## config.mk

```make
export PLATFORM = sky130hd
export DESIGN_NAME = ckss_top
export DESIGN_NICKNAME = d
export VERILOG_FILES = /design/src/design/ckss_pkg.sv /design/src/design/ckss_pin_sync.sv /design/src/design/ckss_clk_gen.sv /design/src/design/ckss_top.sv
export SDC_FILE = /design/constraint.sdc
export NUM_CORES = 1
export LEC_CHECK = 0
export BUFFER_PORTS_ARGS = -buffer_cell sky130_fd_sc_hd__buf_2
export CORE_MARGIN = 10
export CORE_UTILIZATION = 49
export DETAILED_ROUTE_END_ITERATION = 10
export MAX_ROUTING_LAYER = met4
export PLACE_DENSITY = 0.85
export REMOVE_ABC_BUFFERS = 1
export SETUP_SLACK_MARGIN = 0.05
export SYNTH_ARGS = -nofsm -noshare
export SYNTH_HDL_FRONTEND = slang
export SYNTH_HIERARCHICAL = 1
export SYNTH_SLANG_ARGS = --single-unit
```

## constraint.sdc

```tcl
create_clock -name clk_i -period 3.03 [get_ports clk_i]
set_input_delay 0.606 -clock clk_i [delete_from_list [all_inputs] [get_ports clk_i]]
set_output_delay 0.606 -clock clk_i [all_outputs]
set_load 0.02 [all_outputs]
```

## src/design/ckss_pkg.sv

```systemverilog
package ckss_pkg;
   // Register byte offsets on the Wishbone slave.
   localparam logic [3:0] OFS_FUSE = 4'h0;
   localparam logic [3:0] OFS_TRIM = 4'h4;
   localparam logic [3:0] OFS_CTRL = 4'h8;
   localparam logic [3:0] OFS_STAT = 4'hC;

   // Fuse register layout.
   localparam int FUSE_W = 7;
   localparam int FUSE_SRC_LSB = 0;
   localparam int FUSE_STRT_LSB = 4;
   localparam int FUSE_DIV8_BIT = 6;
   localparam logic [FUSE_W-1:0] FUSE_RST = 7'h62;

   // Control register: writing one here enters power-down.
   localparam int CTRL_SLEEP_BIT = 0;

   // Status register layout.
   localparam int STAT_CFG_LSB = 0;
   localparam int STAT_RUN_BIT = 7;
   localparam int STAT_FAULT_BIT = 8;
   localparam int STAT_SLEEP_BIT = 9;

   // Source select codes.
   localparam logic [3:0] SRC_RC = 4'h2;
   localparam logic [3:0] SRC_LP = 4'h3;
   localparam logic [2:0] SRC_LF_PREFIX = 3'h2;

   // Start-up time codes.
   localparam logic [1:0] STRT_NONE = 2'h0;
   localparam logic [1:0] STRT_SHORT = 2'h1;
   localparam logic [1:0] STRT_LONG = 2'h2;
   localparam logic [1:0] STRT_RSVD = 2'h3;

   // Sampled pin indices.
   localparam int PIN_LF = 0;
   localparam int PIN_RC = 1;
   localparam int PIN_LP = 2;
   localparam int PIN_WDT = 3;
   localparam int PIN_WAKE = 4;
   localparam int PIN_N = 5;

   // Start-up counts in cycles of the selected oscillator.
   localparam int CNT_W = 24;
   localparam int RST_CK = 14;
   localparam int WAKE_LF0_CK = 1024;
   localparam int WAKE_LF1_CK = 32768;
   localparam int WAKE_INT_CK = 6;

   // Reset time-out extensions, timed by the watchdog oscillator.
   localparam int WDT_OSC_KHZ = 128;
   localparam int T_RC_SHORT_US = 4100;
   localparam int T_RC_LONG_US = 65000;
   localparam int T_LP_SHORT_US = 4000;
   localparam int T_LP_LONG_US = 64000;
   localparam int TOUT_RC_SHORT = (T_RC_SHORT_US * WDT_OSC_KHZ + 999) / 1000;
   localparam int TOUT_RC_LONG = (T_RC_LONG_US * WDT_OSC_KHZ + 999) / 1000;
   localparam int TOUT_LP_SHORT = (T_LP_SHORT_US * WDT_OSC_KHZ + 999) / 1000;
   localparam int TOUT_LP_LONG = (T_LP_LONG_US * WDT_OSC_KHZ + 999) / 1000;

   // Output clock divider.
   localparam int DIV_CNT_W = 2;
   localparam logic [DIV_CNT_W-1:0] DIV_LAST = 2'h3;

   typedef enum logic [2:0] {
      ST_TOUT_CK,
      ST_TOUT_MS,
      ST_RUN,
      ST_SLEEP,
      ST_WAKE,
      ST_FAULT
   } ckss_state_t;
endpackage

```

## src/design/ckss_pin_sync.sv

```systemverilog
`timescale 1ns/100ps
`default_nettype none
module ckss_pin_sync (
   input wire logic clk_i,
   input wire logic sys_rst_i,
   input wire logic pin_i,
   output logic lvl_o,
   output logic rise_o
);
   logic s1_r;
   logic s2_r;
   logic s3_r;
   logic lvl_r;
   logic lvl_nxt;
   logic rise_r;
   logic rise_nxt;

   // A change is accepted only once the second and third stages agree.
   always_comb begin
      lvl_nxt = lvl_r;
      rise_nxt = 1'b0;
      if (s2_r == s3_r) begin
         lvl_nxt = s3_r;
         rise_nxt = s3_r & ~lvl_r;
      end
   end

   always_ff @(posedge clk_i) begin
      if (sys_rst_i) begin
         s1_r <= 1'b0;
         s2_r <= 1'b0;
         s3_r <= 1'b0;
         lvl_r <= 1'b0;
         rise_r <= 1'b0;
      end else begin
         s1_r <= pin_i;
         s2_r <= s1_r;
         s3_r <= s2_r;
         lvl_r <= lvl_nxt;
         rise_r <= rise_nxt;
      end
   end

   assign lvl_o = lvl_r;
   assign rise_o = rise_r;
endmodule
`default_nettype wire

```

## src/design/ckss_clk_gen.sv

```systemverilog
`timescale 1ns/100ps
`default_nettype none
module ckss_clk_gen (
   input wire logic clk_i,
   input wire logic sys_rst_i,
   input wire logic run_i,
   input wire logic div8_i,
   input wire logic src_lvl_i,
   input wire logic src_rise_i,
   output logic clk_o
);
   logic [ckss_pkg::DIV_CNT_W-1:0] cnt_r;
   logic [ckss_pkg::DIV_CNT_W-1:0] cnt_nxt;
   logic clk_r;
   logic clk_nxt;

   // Gating forces the output low at once, so a high phase in progress when the clock stops is cut short.
   always_comb begin
      cnt_nxt = cnt_r;
      clk_nxt = 1'b0;
      if (run_i) begin
         if (div8_i) begin
            clk_nxt = clk_r;
            if (src_rise_i) begin
               cnt_nxt = cnt_r + 1'b1;
               if (cnt_r == ckss_pkg::DIV_LAST) begin
                  clk_nxt = ~clk_r;
               end
            end
         end else begin
            clk_nxt = src_lvl_i;
         end
      end else begin
         cnt_nxt = '0;
      end
   end

   always_ff @(posedge clk_i) begin
      if (sys_rst_i) begin
         cnt_r <= '0;
         clk_r <= 1'b0;
      end else begin
         cnt_r <= cnt_nxt;
         clk_r <= clk_nxt;
      end
   end

   assign clk_o = clk_r;
endmodule
`default_nettype wire

```

## src/design/ckss_top.sv

```systemverilog
`timescale 1ns/100ps
`default_nettype none
// Functional notes
// - Crystal with bit zero clear: wake 1K CK, reset 14CK + 0, 4.1 or 65 ms.
// - Crystal with bit zero set: wake 32K CK, reset delays as for bit clear.
// - Source field 0010 selects the calibrated internal RC oscillator.
// - RC oscillator waits 6 CK on wake; reset adds 14CK + 0, 4.1 or 65ms.
// - Reset leaves RC source, start-up code 10 and divide-by-eight set.
// - Every reset copies the factory trim value into the RC trim register.
// - The watchdog oscillator times the reset time-out whatever the source.
// - Source field 0011 selects the 128kHz internal oscillator.
// - 128kHz oscillator waits 6 CK on wake; reset adds 14CK + 0, 4 or 64ms.
// - With divide-by-eight programmed the selected clock is divided by 8.
module ckss_top #(
   parameter int WAKE_LF1_CK = ckss_pkg::WAKE_LF1_CK,
   parameter int TOUT_RC_SHORT = ckss_pkg::TOUT_RC_SHORT,
   parameter int TOUT_RC_LONG = ckss_pkg::TOUT_RC_LONG,
   parameter int TOUT_LP_SHORT = ckss_pkg::TOUT_LP_SHORT,
   parameter int TOUT_LP_LONG = ckss_pkg::TOUT_LP_LONG
) (
   input wire logic clk_i,
   input wire logic sys_rst_i,
   input wire logic wb_cyc_i,
   input wire logic wb_stb_i,
   input wire logic wb_we_i,
   input wire logic [3:0] wb_adr_i,
   input wire logic [3:0] wb_sel_i,
   input wire logic [31:0] wb_dat_i,
   output logic [31:0] wb_dat_o,
   output logic wb_ack_o,
   input wire logic [7:0] factory_trim_i,
   input wire logic lf_osc_i,
   input wire logic rc_osc_i,
   input wire logic lp_osc_i,
   input wire logic wdt_osc_i,
   input wire logic wake_i,
   output logic [7:0] rc_trim_o,
   output logic lf_osc_en_o,
   output logic rc_osc_en_o,
   output logic lp_osc_en_o,
   output logic wdt_tick_o,
   output logic sys_clk_run_o,
   output logic sys_clk_o
);
   localparam int FW = ckss_pkg::FUSE_W;
   localparam int CW = ckss_pkg::CNT_W;

   logic [ckss_pkg::PIN_N-1:0] pins;
   logic [ckss_pkg::PIN_N-1:0] lvl;
   logic [ckss_pkg::PIN_N-1:0] rise;

   ckss_pkg::ckss_state_t state_r;
   ckss_pkg::ckss_state_t state_nxt;
   logic [CW-1:0] cnt_r;
   logic [CW-1:0] cnt_nxt;
   logic [FW-1:0] cfg_r;
   logic [FW-1:0] cfg_nxt;
   logic [FW-1:0] fuse_r;
   logic [FW-1:0] fuse_nxt;
   logic [7:0] trim_r;
   logic [7:0] trim_nxt;
   logic ack_r;
   logic ack_nxt;
   logic [31:0] rdat_r;
   logic [31:0] rdat_nxt;
   logic tick_r;
   logic [2:0] en_r;
   logic [2:0] en_nxt;

   logic wb_req;
   logic wr_fuse;
   logic wr_trim;
   logic wr_sleep;
   logic [3:0] cfg_src;
   logic [1:0] cfg_strt;
   logic cfg_is_lf;
   logic cfg_is_rc;
   logic cfg_is_lp;
   logic cfg_bad;
   logic src_lvl;
   logic src_rise;
   logic [CW-1:0] wake_tgt;
   logic [CW-1:0] tout_tgt;
   logic running;

   assign pins = {wake_i, wdt_osc_i, lp_osc_i, rc_osc_i, lf_osc_i};

   genvar gi;
   generate
      for (gi = 0; gi < ckss_pkg::PIN_N; gi++) begin : g_pin
         ckss_pin_sync u_sync (
            .clk_i(clk_i),
            .sys_rst_i(sys_rst_i),
            .pin_i(pins[gi]),
            .lvl_o(lvl[gi]),
            .rise_o(rise[gi])
         );
      end
   endgenerate

   // Active configuration decode.
   assign cfg_src = cfg_r[ckss_pkg::FUSE_SRC_LSB +: 4];
   assign cfg_strt = cfg_r[ckss_pkg::FUSE_STRT_LSB +: 2];
   assign cfg_is_lf = (cfg_src[3:1] == ckss_pkg::SRC_LF_PREFIX);
   assign cfg_is_rc = (cfg_src == ckss_pkg::SRC_RC);
   assign cfg_is_lp = (cfg_src == ckss_pkg::SRC_LP);
   // Unsupported sources and the reserved start-up code stop the clock.
   assign cfg_bad = ~(cfg_is_lf | cfg_is_rc | cfg_is_lp) |
                    (cfg_strt == ckss_pkg::STRT_RSVD);

   always_comb begin
      src_lvl = 1'b0;
      src_rise = 1'b0;
      if (cfg_is_lf) begin
         src_lvl = lvl[ckss_pkg::PIN_LF];
         src_rise = rise[ckss_pkg::PIN_LF];
      end else if (cfg_is_rc) begin
         src_lvl = lvl[ckss_pkg::PIN_RC];
         src_rise = rise[ckss_pkg::PIN_RC];
      end else if (cfg_is_lp) begin
         src_lvl = lvl[ckss_pkg::PIN_LP];
         src_rise = rise[ckss_pkg::PIN_LP];
      end
   end

   // Wake-up delay in cycles of the newly selected oscillator.
   always_comb begin
      wake_tgt = CW'(ckss_pkg::WAKE_INT_CK);
      if (cfg_is_lf) begin
         if (cfg_src[0]) begin
            wake_tgt = CW'(WAKE_LF1_CK);
         end else begin
            wake_tgt = CW'(ckss_pkg::WAKE_LF0_CK);
         end
      end
   end

   // Reset time-out extension in watchdog oscillator edges.
   always_comb begin
      tout_tgt = CW'(TOUT_RC_LONG);
      if (cfg_is_lp) begin
         if (cfg_strt == ckss_pkg::STRT_SHORT) begin
            tout_tgt = CW'(TOUT_LP_SHORT);
         end else begin
            tout_tgt = CW'(TOUT_LP_LONG);
         end
      end else if (cfg_strt == ckss_pkg::STRT_SHORT) begin
         tout_tgt = CW'(TOUT_RC_SHORT);
      end
   end

   // Bus decode; the slave answers every access one cycle later.
   assign wb_req = wb_cyc_i & wb_stb_i & ~ack_r;
   assign wr_fuse = wb_req & wb_we_i & wb_sel_i[0] &
                    (wb_adr_i == ckss_pkg::OFS_FUSE);
   assign wr_trim = wb_req & wb_we_i & wb_sel_i[0] &
                    (wb_adr_i == ckss_pkg::OFS_TRIM);
   assign wr_sleep = wb_req & wb_we_i & wb_sel_i[0] &
                     (wb_adr_i == ckss_pkg::OFS_CTRL) &
                     wb_dat_i[ckss_pkg::CTRL_SLEEP_BIT];

   assign running = (state_r == ckss_pkg::ST_RUN);

   always_comb begin
      state_nxt = state_r;
      cnt_nxt = cnt_r;
      cfg_nxt = cfg_r;
      case (state_r)
         ckss_pkg::ST_TOUT_CK: begin
            if (cfg_bad) begin
               state_nxt = ckss_pkg::ST_FAULT;
            end else if (src_rise) begin
               cnt_nxt = cnt_r + 1'b1;
               if (cnt_r == CW'(ckss_pkg::RST_CK - 1)) begin
                  cnt_nxt = '0;
                  if (cfg_strt == ckss_pkg::STRT_NONE) begin
                     state_nxt = ckss_pkg::ST_RUN;
                  end else begin
                     state_nxt = ckss_pkg::ST_TOUT_MS;
                  end
               end
            end
         end
         ckss_pkg::ST_TOUT_MS: begin
            if (rise[ckss_pkg::PIN_WDT]) begin
               cnt_nxt = cnt_r + 1'b1;
               if (cnt_r == tout_tgt - 1'b1) begin
                  cnt_nxt = '0;
                  state_nxt = ckss_pkg::ST_RUN;
               end
            end
         end
         ckss_pkg::ST_RUN: begin
            if (wr_sleep) begin
               state_nxt = ckss_pkg::ST_SLEEP;
            end
         end
         ckss_pkg::ST_SLEEP: begin
            // New fuse settings take effect at the next wake-up.
            if (rise[ckss_pkg::PIN_WAKE]) begin
               cfg_nxt = fuse_r;
               cnt_nxt = '0;
               state_nxt = ckss_pkg::ST_WAKE;
            end
         end
         ckss_pkg::ST_WAKE: begin
            if (cfg_bad) begin
               state_nxt = ckss_pkg::ST_FAULT;
            end else if (src_rise) begin
               cnt_nxt = cnt_r + 1'b1;
               if (cnt_r == wake_tgt - 1'b1) begin
                  cnt_nxt = '0;
                  state_nxt = ckss_pkg::ST_RUN;
               end
            end
         end
         ckss_pkg::ST_FAULT: begin
            // Sleep stays reachable so a corrected fuse value can be tried.
            if (wr_sleep) begin
               state_nxt = ckss_pkg::ST_SLEEP;
            end
         end
         default: begin
            state_nxt = ckss_pkg::ST_FAULT;
         end
      endcase
   end

   // Only the selected oscillator runs; all stop in power-down.
   always_comb begin
      en_nxt = 3'h0;
      if (state_nxt != ckss_pkg::ST_SLEEP) begin
         en_nxt[0] = (cfg_nxt[ckss_pkg::FUSE_SRC_LSB+1 +: 3] ==
                      ckss_pkg::SRC_LF_PREFIX);
         en_nxt[1] = (cfg_nxt[ckss_pkg::FUSE_SRC_LSB +: 4] ==
                      ckss_pkg::SRC_RC);
         en_nxt[2] = (cfg_nxt[ckss_pkg::FUSE_SRC_LSB +: 4] ==
                      ckss_pkg::SRC_LP);
      end
   end

   always_comb begin
      fuse_nxt = fuse_r;
      trim_nxt = trim_r;
      ack_nxt = wb_req;
      rdat_nxt = 32'h0000_0000;
      if (wr_fuse) begin
         fuse_nxt = wb_dat_i[FW-1:0];
      end
      if (wr_trim) begin
         trim_nxt = wb_dat_i[7:0];
      end
      if (wb_req & ~wb_we_i) begin
         case (wb_adr_i)
            ckss_pkg::OFS_FUSE: rdat_nxt[FW-1:0] = fuse_r;
            ckss_pkg::OFS_TRIM: rdat_nxt[7:0] = trim_r;
            ckss_pkg::OFS_STAT: begin
               rdat_nxt[ckss_pkg::STAT_CFG_LSB +: FW] = cfg_r;
               rdat_nxt[ckss_pkg::STAT_RUN_BIT] = running;
               rdat_nxt[ckss_pkg::STAT_FAULT_BIT] =
                  (state_r == ckss_pkg::ST_FAULT);
               rdat_nxt[ckss_pkg::STAT_SLEEP_BIT] =
                  (state_r == ckss_pkg::ST_SLEEP);
            end
            default: rdat_nxt = 32'h0000_0000;
         endcase
      end
   end

   always_ff @(posedge clk_i) begin
      if (sys_rst_i) begin
         state_r <= ckss_pkg::ST_TOUT_CK;
         cnt_r <= '0;
         cfg_r <= ckss_pkg::FUSE_RST;
         fuse_r <= ckss_pkg::FUSE_RST;
         trim_r <= factory_trim_i;
         ack_r <= 1'b0;
         rdat_r <= 32'h0000_0000;
         tick_r <= 1'b0;
         en_r <= 3'h2;
      end else begin
         state_r <= state_nxt;
         cnt_r <= cnt_nxt;
         cfg_r <= cfg_nxt;
         fuse_r <= fuse_nxt;
         trim_r <= trim_nxt;
         ack_r <= ack_nxt;
         rdat_r <= rdat_nxt;
         tick_r <= rise[ckss_pkg::PIN_WDT];
         en_r <= en_nxt;
      end
   end

   // The gate only opens once the start-up count is complete.
   ckss_clk_gen u_clk_gen (
      .clk_i(clk_i),
      .sys_rst_i(sys_rst_i),
      .run_i(running),
      .div8_i(cfg_r[ckss_pkg::FUSE_DIV8_BIT]),
      .src_lvl_i(src_lvl),
      .src_rise_i(src_rise),
      .clk_o(sys_clk_o)
   );

   assign wb_ack_o = ack_r;
   assign wb_dat_o = rdat_r;
   assign rc_trim_o = trim_r;
   assign lf_osc_en_o = en_r[0];
   assign rc_osc_en_o = en_r[1];
   assign lp_osc_en_o = en_r[2];
   assign wdt_tick_o = tick_r;
   assign sys_clk_run_o = running;
endmodule
`default_nettype wire

```

==> out/metrics.csv <==
stage;metric;value;unit
setup_path;Worst Setup End Kind;flop;
place;dpl hpwl;7770;um
finish;final instance area;5080;sq um
power_and_ir_drop;Pleak;2.00;nW
yosys;post-synthesis sequential area ratio;0.425;
timing;final worst setup slack;0.319;ns
setup_path;critical path class;flop to flop;
timing;RSZ-0062 raised after global routing;no;
timing;Tmin final;2.71;ns
die;row count;34;
timing;Slew Limit Fails;0;
timing;Final TNS setup;0;ns
finish;Antenna Cells;0;
run;Max Cap Violations;0;
routing;routed wl met2;5110;um
setup_path;CP Launch Type;flop;
routing;WL final;10200;um
die;chip height;116;um
timing;Tcrit/Tclk final;0.895;
global_routing;total global-route track usage;0.155;
finish;P&R area growth vs syn;12.3;%
timing;final hold violations;0;
die;Initial Util;0.511;
timing;Worst slew margin;0.567;
yosys;leading area contributor after synthesis;dfxtp_1;
cts;CTS max path bufs;2;
timing;fmax;0.369;GHz
yosys;Cells after Synth;493;
finish;share of cells above drive strength 1;0.206;
timing;worst-margin pin slew;0.647;ns
routing;WL met1;4380;um
routing;metal3 WL;597;um
global_routing;largest net degree at the start of global routing;34;
global_routing;first-pass GRT wire length;16500;um
routing;Via density;5.54;
global_routing;vias in the first global route;3521;
yosys;Syn. warnings;6;
yosys;top cells by area, synth;dfxtp_1, edfxtp_1, nor2_1;
place;PortBufs;55;
cts;Clock Sink Count;92;
routing;DR vias;3669;
yosys;Main synth FF type;dfxtp_1;
global_routing;initial antenna violation count;0;
routing;wire length per cell;15.5;um
yosys;Commonest cells post-synth;dfxtp_1, nor2_1, nand2_1;
yosys;Mapped Area;4520;sq um
place;placed cell area;4840;sq um
die;# IOs;105;
run_status;outcome;complete, no violations;
yosys;number of synthesized flops with an enable pin;8;
yosys;Async SR Flop Fraction;0;
timing;setup violators final;0;
die;total core area;8850;sq um
routing;Residual DRC;0;
cts;CTS tree;done;
place;Post-Place Cells;646;
min_path;HP Class;input pin to flop;
power_and_ir_drop;PwrDens;459;nW/um^2
yosys;Yosys cell types;67;
cts;Hold-fix buffers, CTS;0;
routing;DRT Pass-1 Iters;4;
die;die width;116;um
cts;Clk pin slew, worst setup/hold paths;0.10;ns
power_and_ir_drop;Tot Pwr;0.00233;W
timing;Clock Skew;0.0124;ns
power_and_ir_drop;VDD IR max;341;uV
place;routability cong.;0.881;
finish;Non-Filler Instances;662;
cts;Inserted Clock Buffers;9;
place;Place WS;0.0947;ns
routing;Final ANT Viol Nets;0;
yosys;Yosys top cell area share;0.372;
yosys;count leader, synth;dfxtp_1;
die;die area;13500;sq um
global_routing;GRT Residual Overflow;0;
cts;Clk Tree Root Cell;clkbuf_8;
cts;H-tree Lvls;3;
yosys;flops & latches, synth;92;
setup_path;Worst Path Arrival;2.96;ns
setup_path;required time of the critical path;3.28;ns
finish;Total Nets Final;615;
routing;DRT iter0 DRCs;151;
cts;clk_lat worst skew;0.36;ns
routing;max layer used;met4;
yosys;syn_area_per_cell;9.17;sq um
setup_path;critical path peak fanout;18;
==> worst max-delay path, cell delays in order (launching register included) <==
cell and delay [ns]:
dfxtp_1 0.33, nor3b_2 0.20, nand2_1 0.14, ha_1 0.23
inv_1 0.10, ha_1 0.24, xnor2_1 0.13, nor4_2 0.24
o2111ai_2 0.23, a211oi_4 0.32, o21a_1 0.22, buf_12 0.15
nor2_1 0.05
==> cell type report <==
| cell class | instances | area, sq um |
|---|---|---|
| clock buffers | 9 | 124 |
| well taps | 108 | 135 |
| multi-input cells | 368 | 2380 |
| repair buffers | 68 | 385 |
| fillers | 762 | 3770 |
| flip-flops and latches | 92 | 1920 |
| inverters | 10 | 37.5 |
| clock inverters | 7 | 93.8 |
==> final timing paths <==
path | cells after the start | slack (ns) | endpoint | startpoint
max reg2reg | 12 | 0.32 | cnt_r[12] | cfg_r[2]
min | 2 | 0.45 | g_pin[3].u_sync/s1_r | wdt_osc_i
max | 12 | 0.32 | cnt_r[12] | cfg_r[2]
min reg2reg | 1 | 0.45 | g_pin[3].u_sync/s2_r | g_pin[3].u_sync/s1_r
==> timing repair <==
| action | CTS | global route |
|---|---|---|
| resized for setup | 0 | 3 |
| hold endpoints to repair | 0 | 0 |
| buffers inserted | 0 | 0 |
| endpoints found under the setup margin | 0 | 25 |
==> per-stage QoR <==
step	hold WS (ns)	util
detailed placement	0.432	0.547
CTS	0.425	0.572
floorplan	0.414	-
global route	0.437	0.574
global placement	0.417	0.547
finish	0.445	0.574
==> placed cells by master (no fill, tap or decap), types with 3 or more instances in the layout <==
master / synthesis / routed
a211o_1: 4 / 4
a21oi_1: 25 / 25
a31oi_1: 4 / 4
and3b_1: 5 / 5
buf_2: 5 / 55
buf_4: 23 / 12
clkbuf_8: 0 / 9
conb_1: 1 / 22
dfxtp_1: 84 / 84
edfxtp_1: 8 / 8
ha_1: 8 / 8
inv_1: 10 / 10
mux2_2: 8 / 8
mux2i_1: 13 / 13
nand2_1: 47 / 47
nand2b_1: 5 / 5
nand3_1: 8 / 8
nand3b_1: 10 / 10
nand4_1: 9 / 9
nor2_1: 53 / 53
nor2b_1: 19 / 19
nor2b_4: 5 / 5
nor3_1: 9 / 9
nor3b_1: 4 / 4
nor4_1: 13 / 12
nor4b_1: 4 / 4
o21ai_0: 9 / 9
o2bb2ai_1: 3 / 3
o31ai_1: 4 / 4
or3_1: 5 / 5
or4_1: 5 / 5
xnor2_1: 19 / 19
xor2_1: 4 / 4
==> power by group <==
part           internal (W)  total (W)  switching (W)  leakage (nW)
clock              0.000404   0.000867       0.000464         0.107
combinational     0.0000743   0.000196       0.000122          1.14
sequential          0.00125    0.00126      0.0000160         0.758
total               0.00173    0.00233       0.000602          2.00
==> per-layer routing <==
metal / GRT usage / vias up
met2: 0.262 / 107
met4: 0.0500 / 0
met1: 0.177 / 1720
met5: - / -
met3: 0.0377 / 16
li1: - / 1826
==> state kept, by name, indices dropped and copies added (netlist names), 7 cells and up <==
name / count
cnt_r: 24
rc_trim_o: 8
cfg_r: 7
fuse_r: 7
wb_dat_o: 10
==> kinds of logic after synthesis <==
kind of cell / synth area share
other: 0.000829
AOI/OAI and AO/OA: 0.122
xor gates and xnor gates: 0.0445
muxes: 0.0512
DFF: 0.425
buffers and inverters: 0.0703
and+or+nand+nor: 0.264
adders and majority gates: 0.0221
No activity file was read; power rests on OpenSTA's default activity.
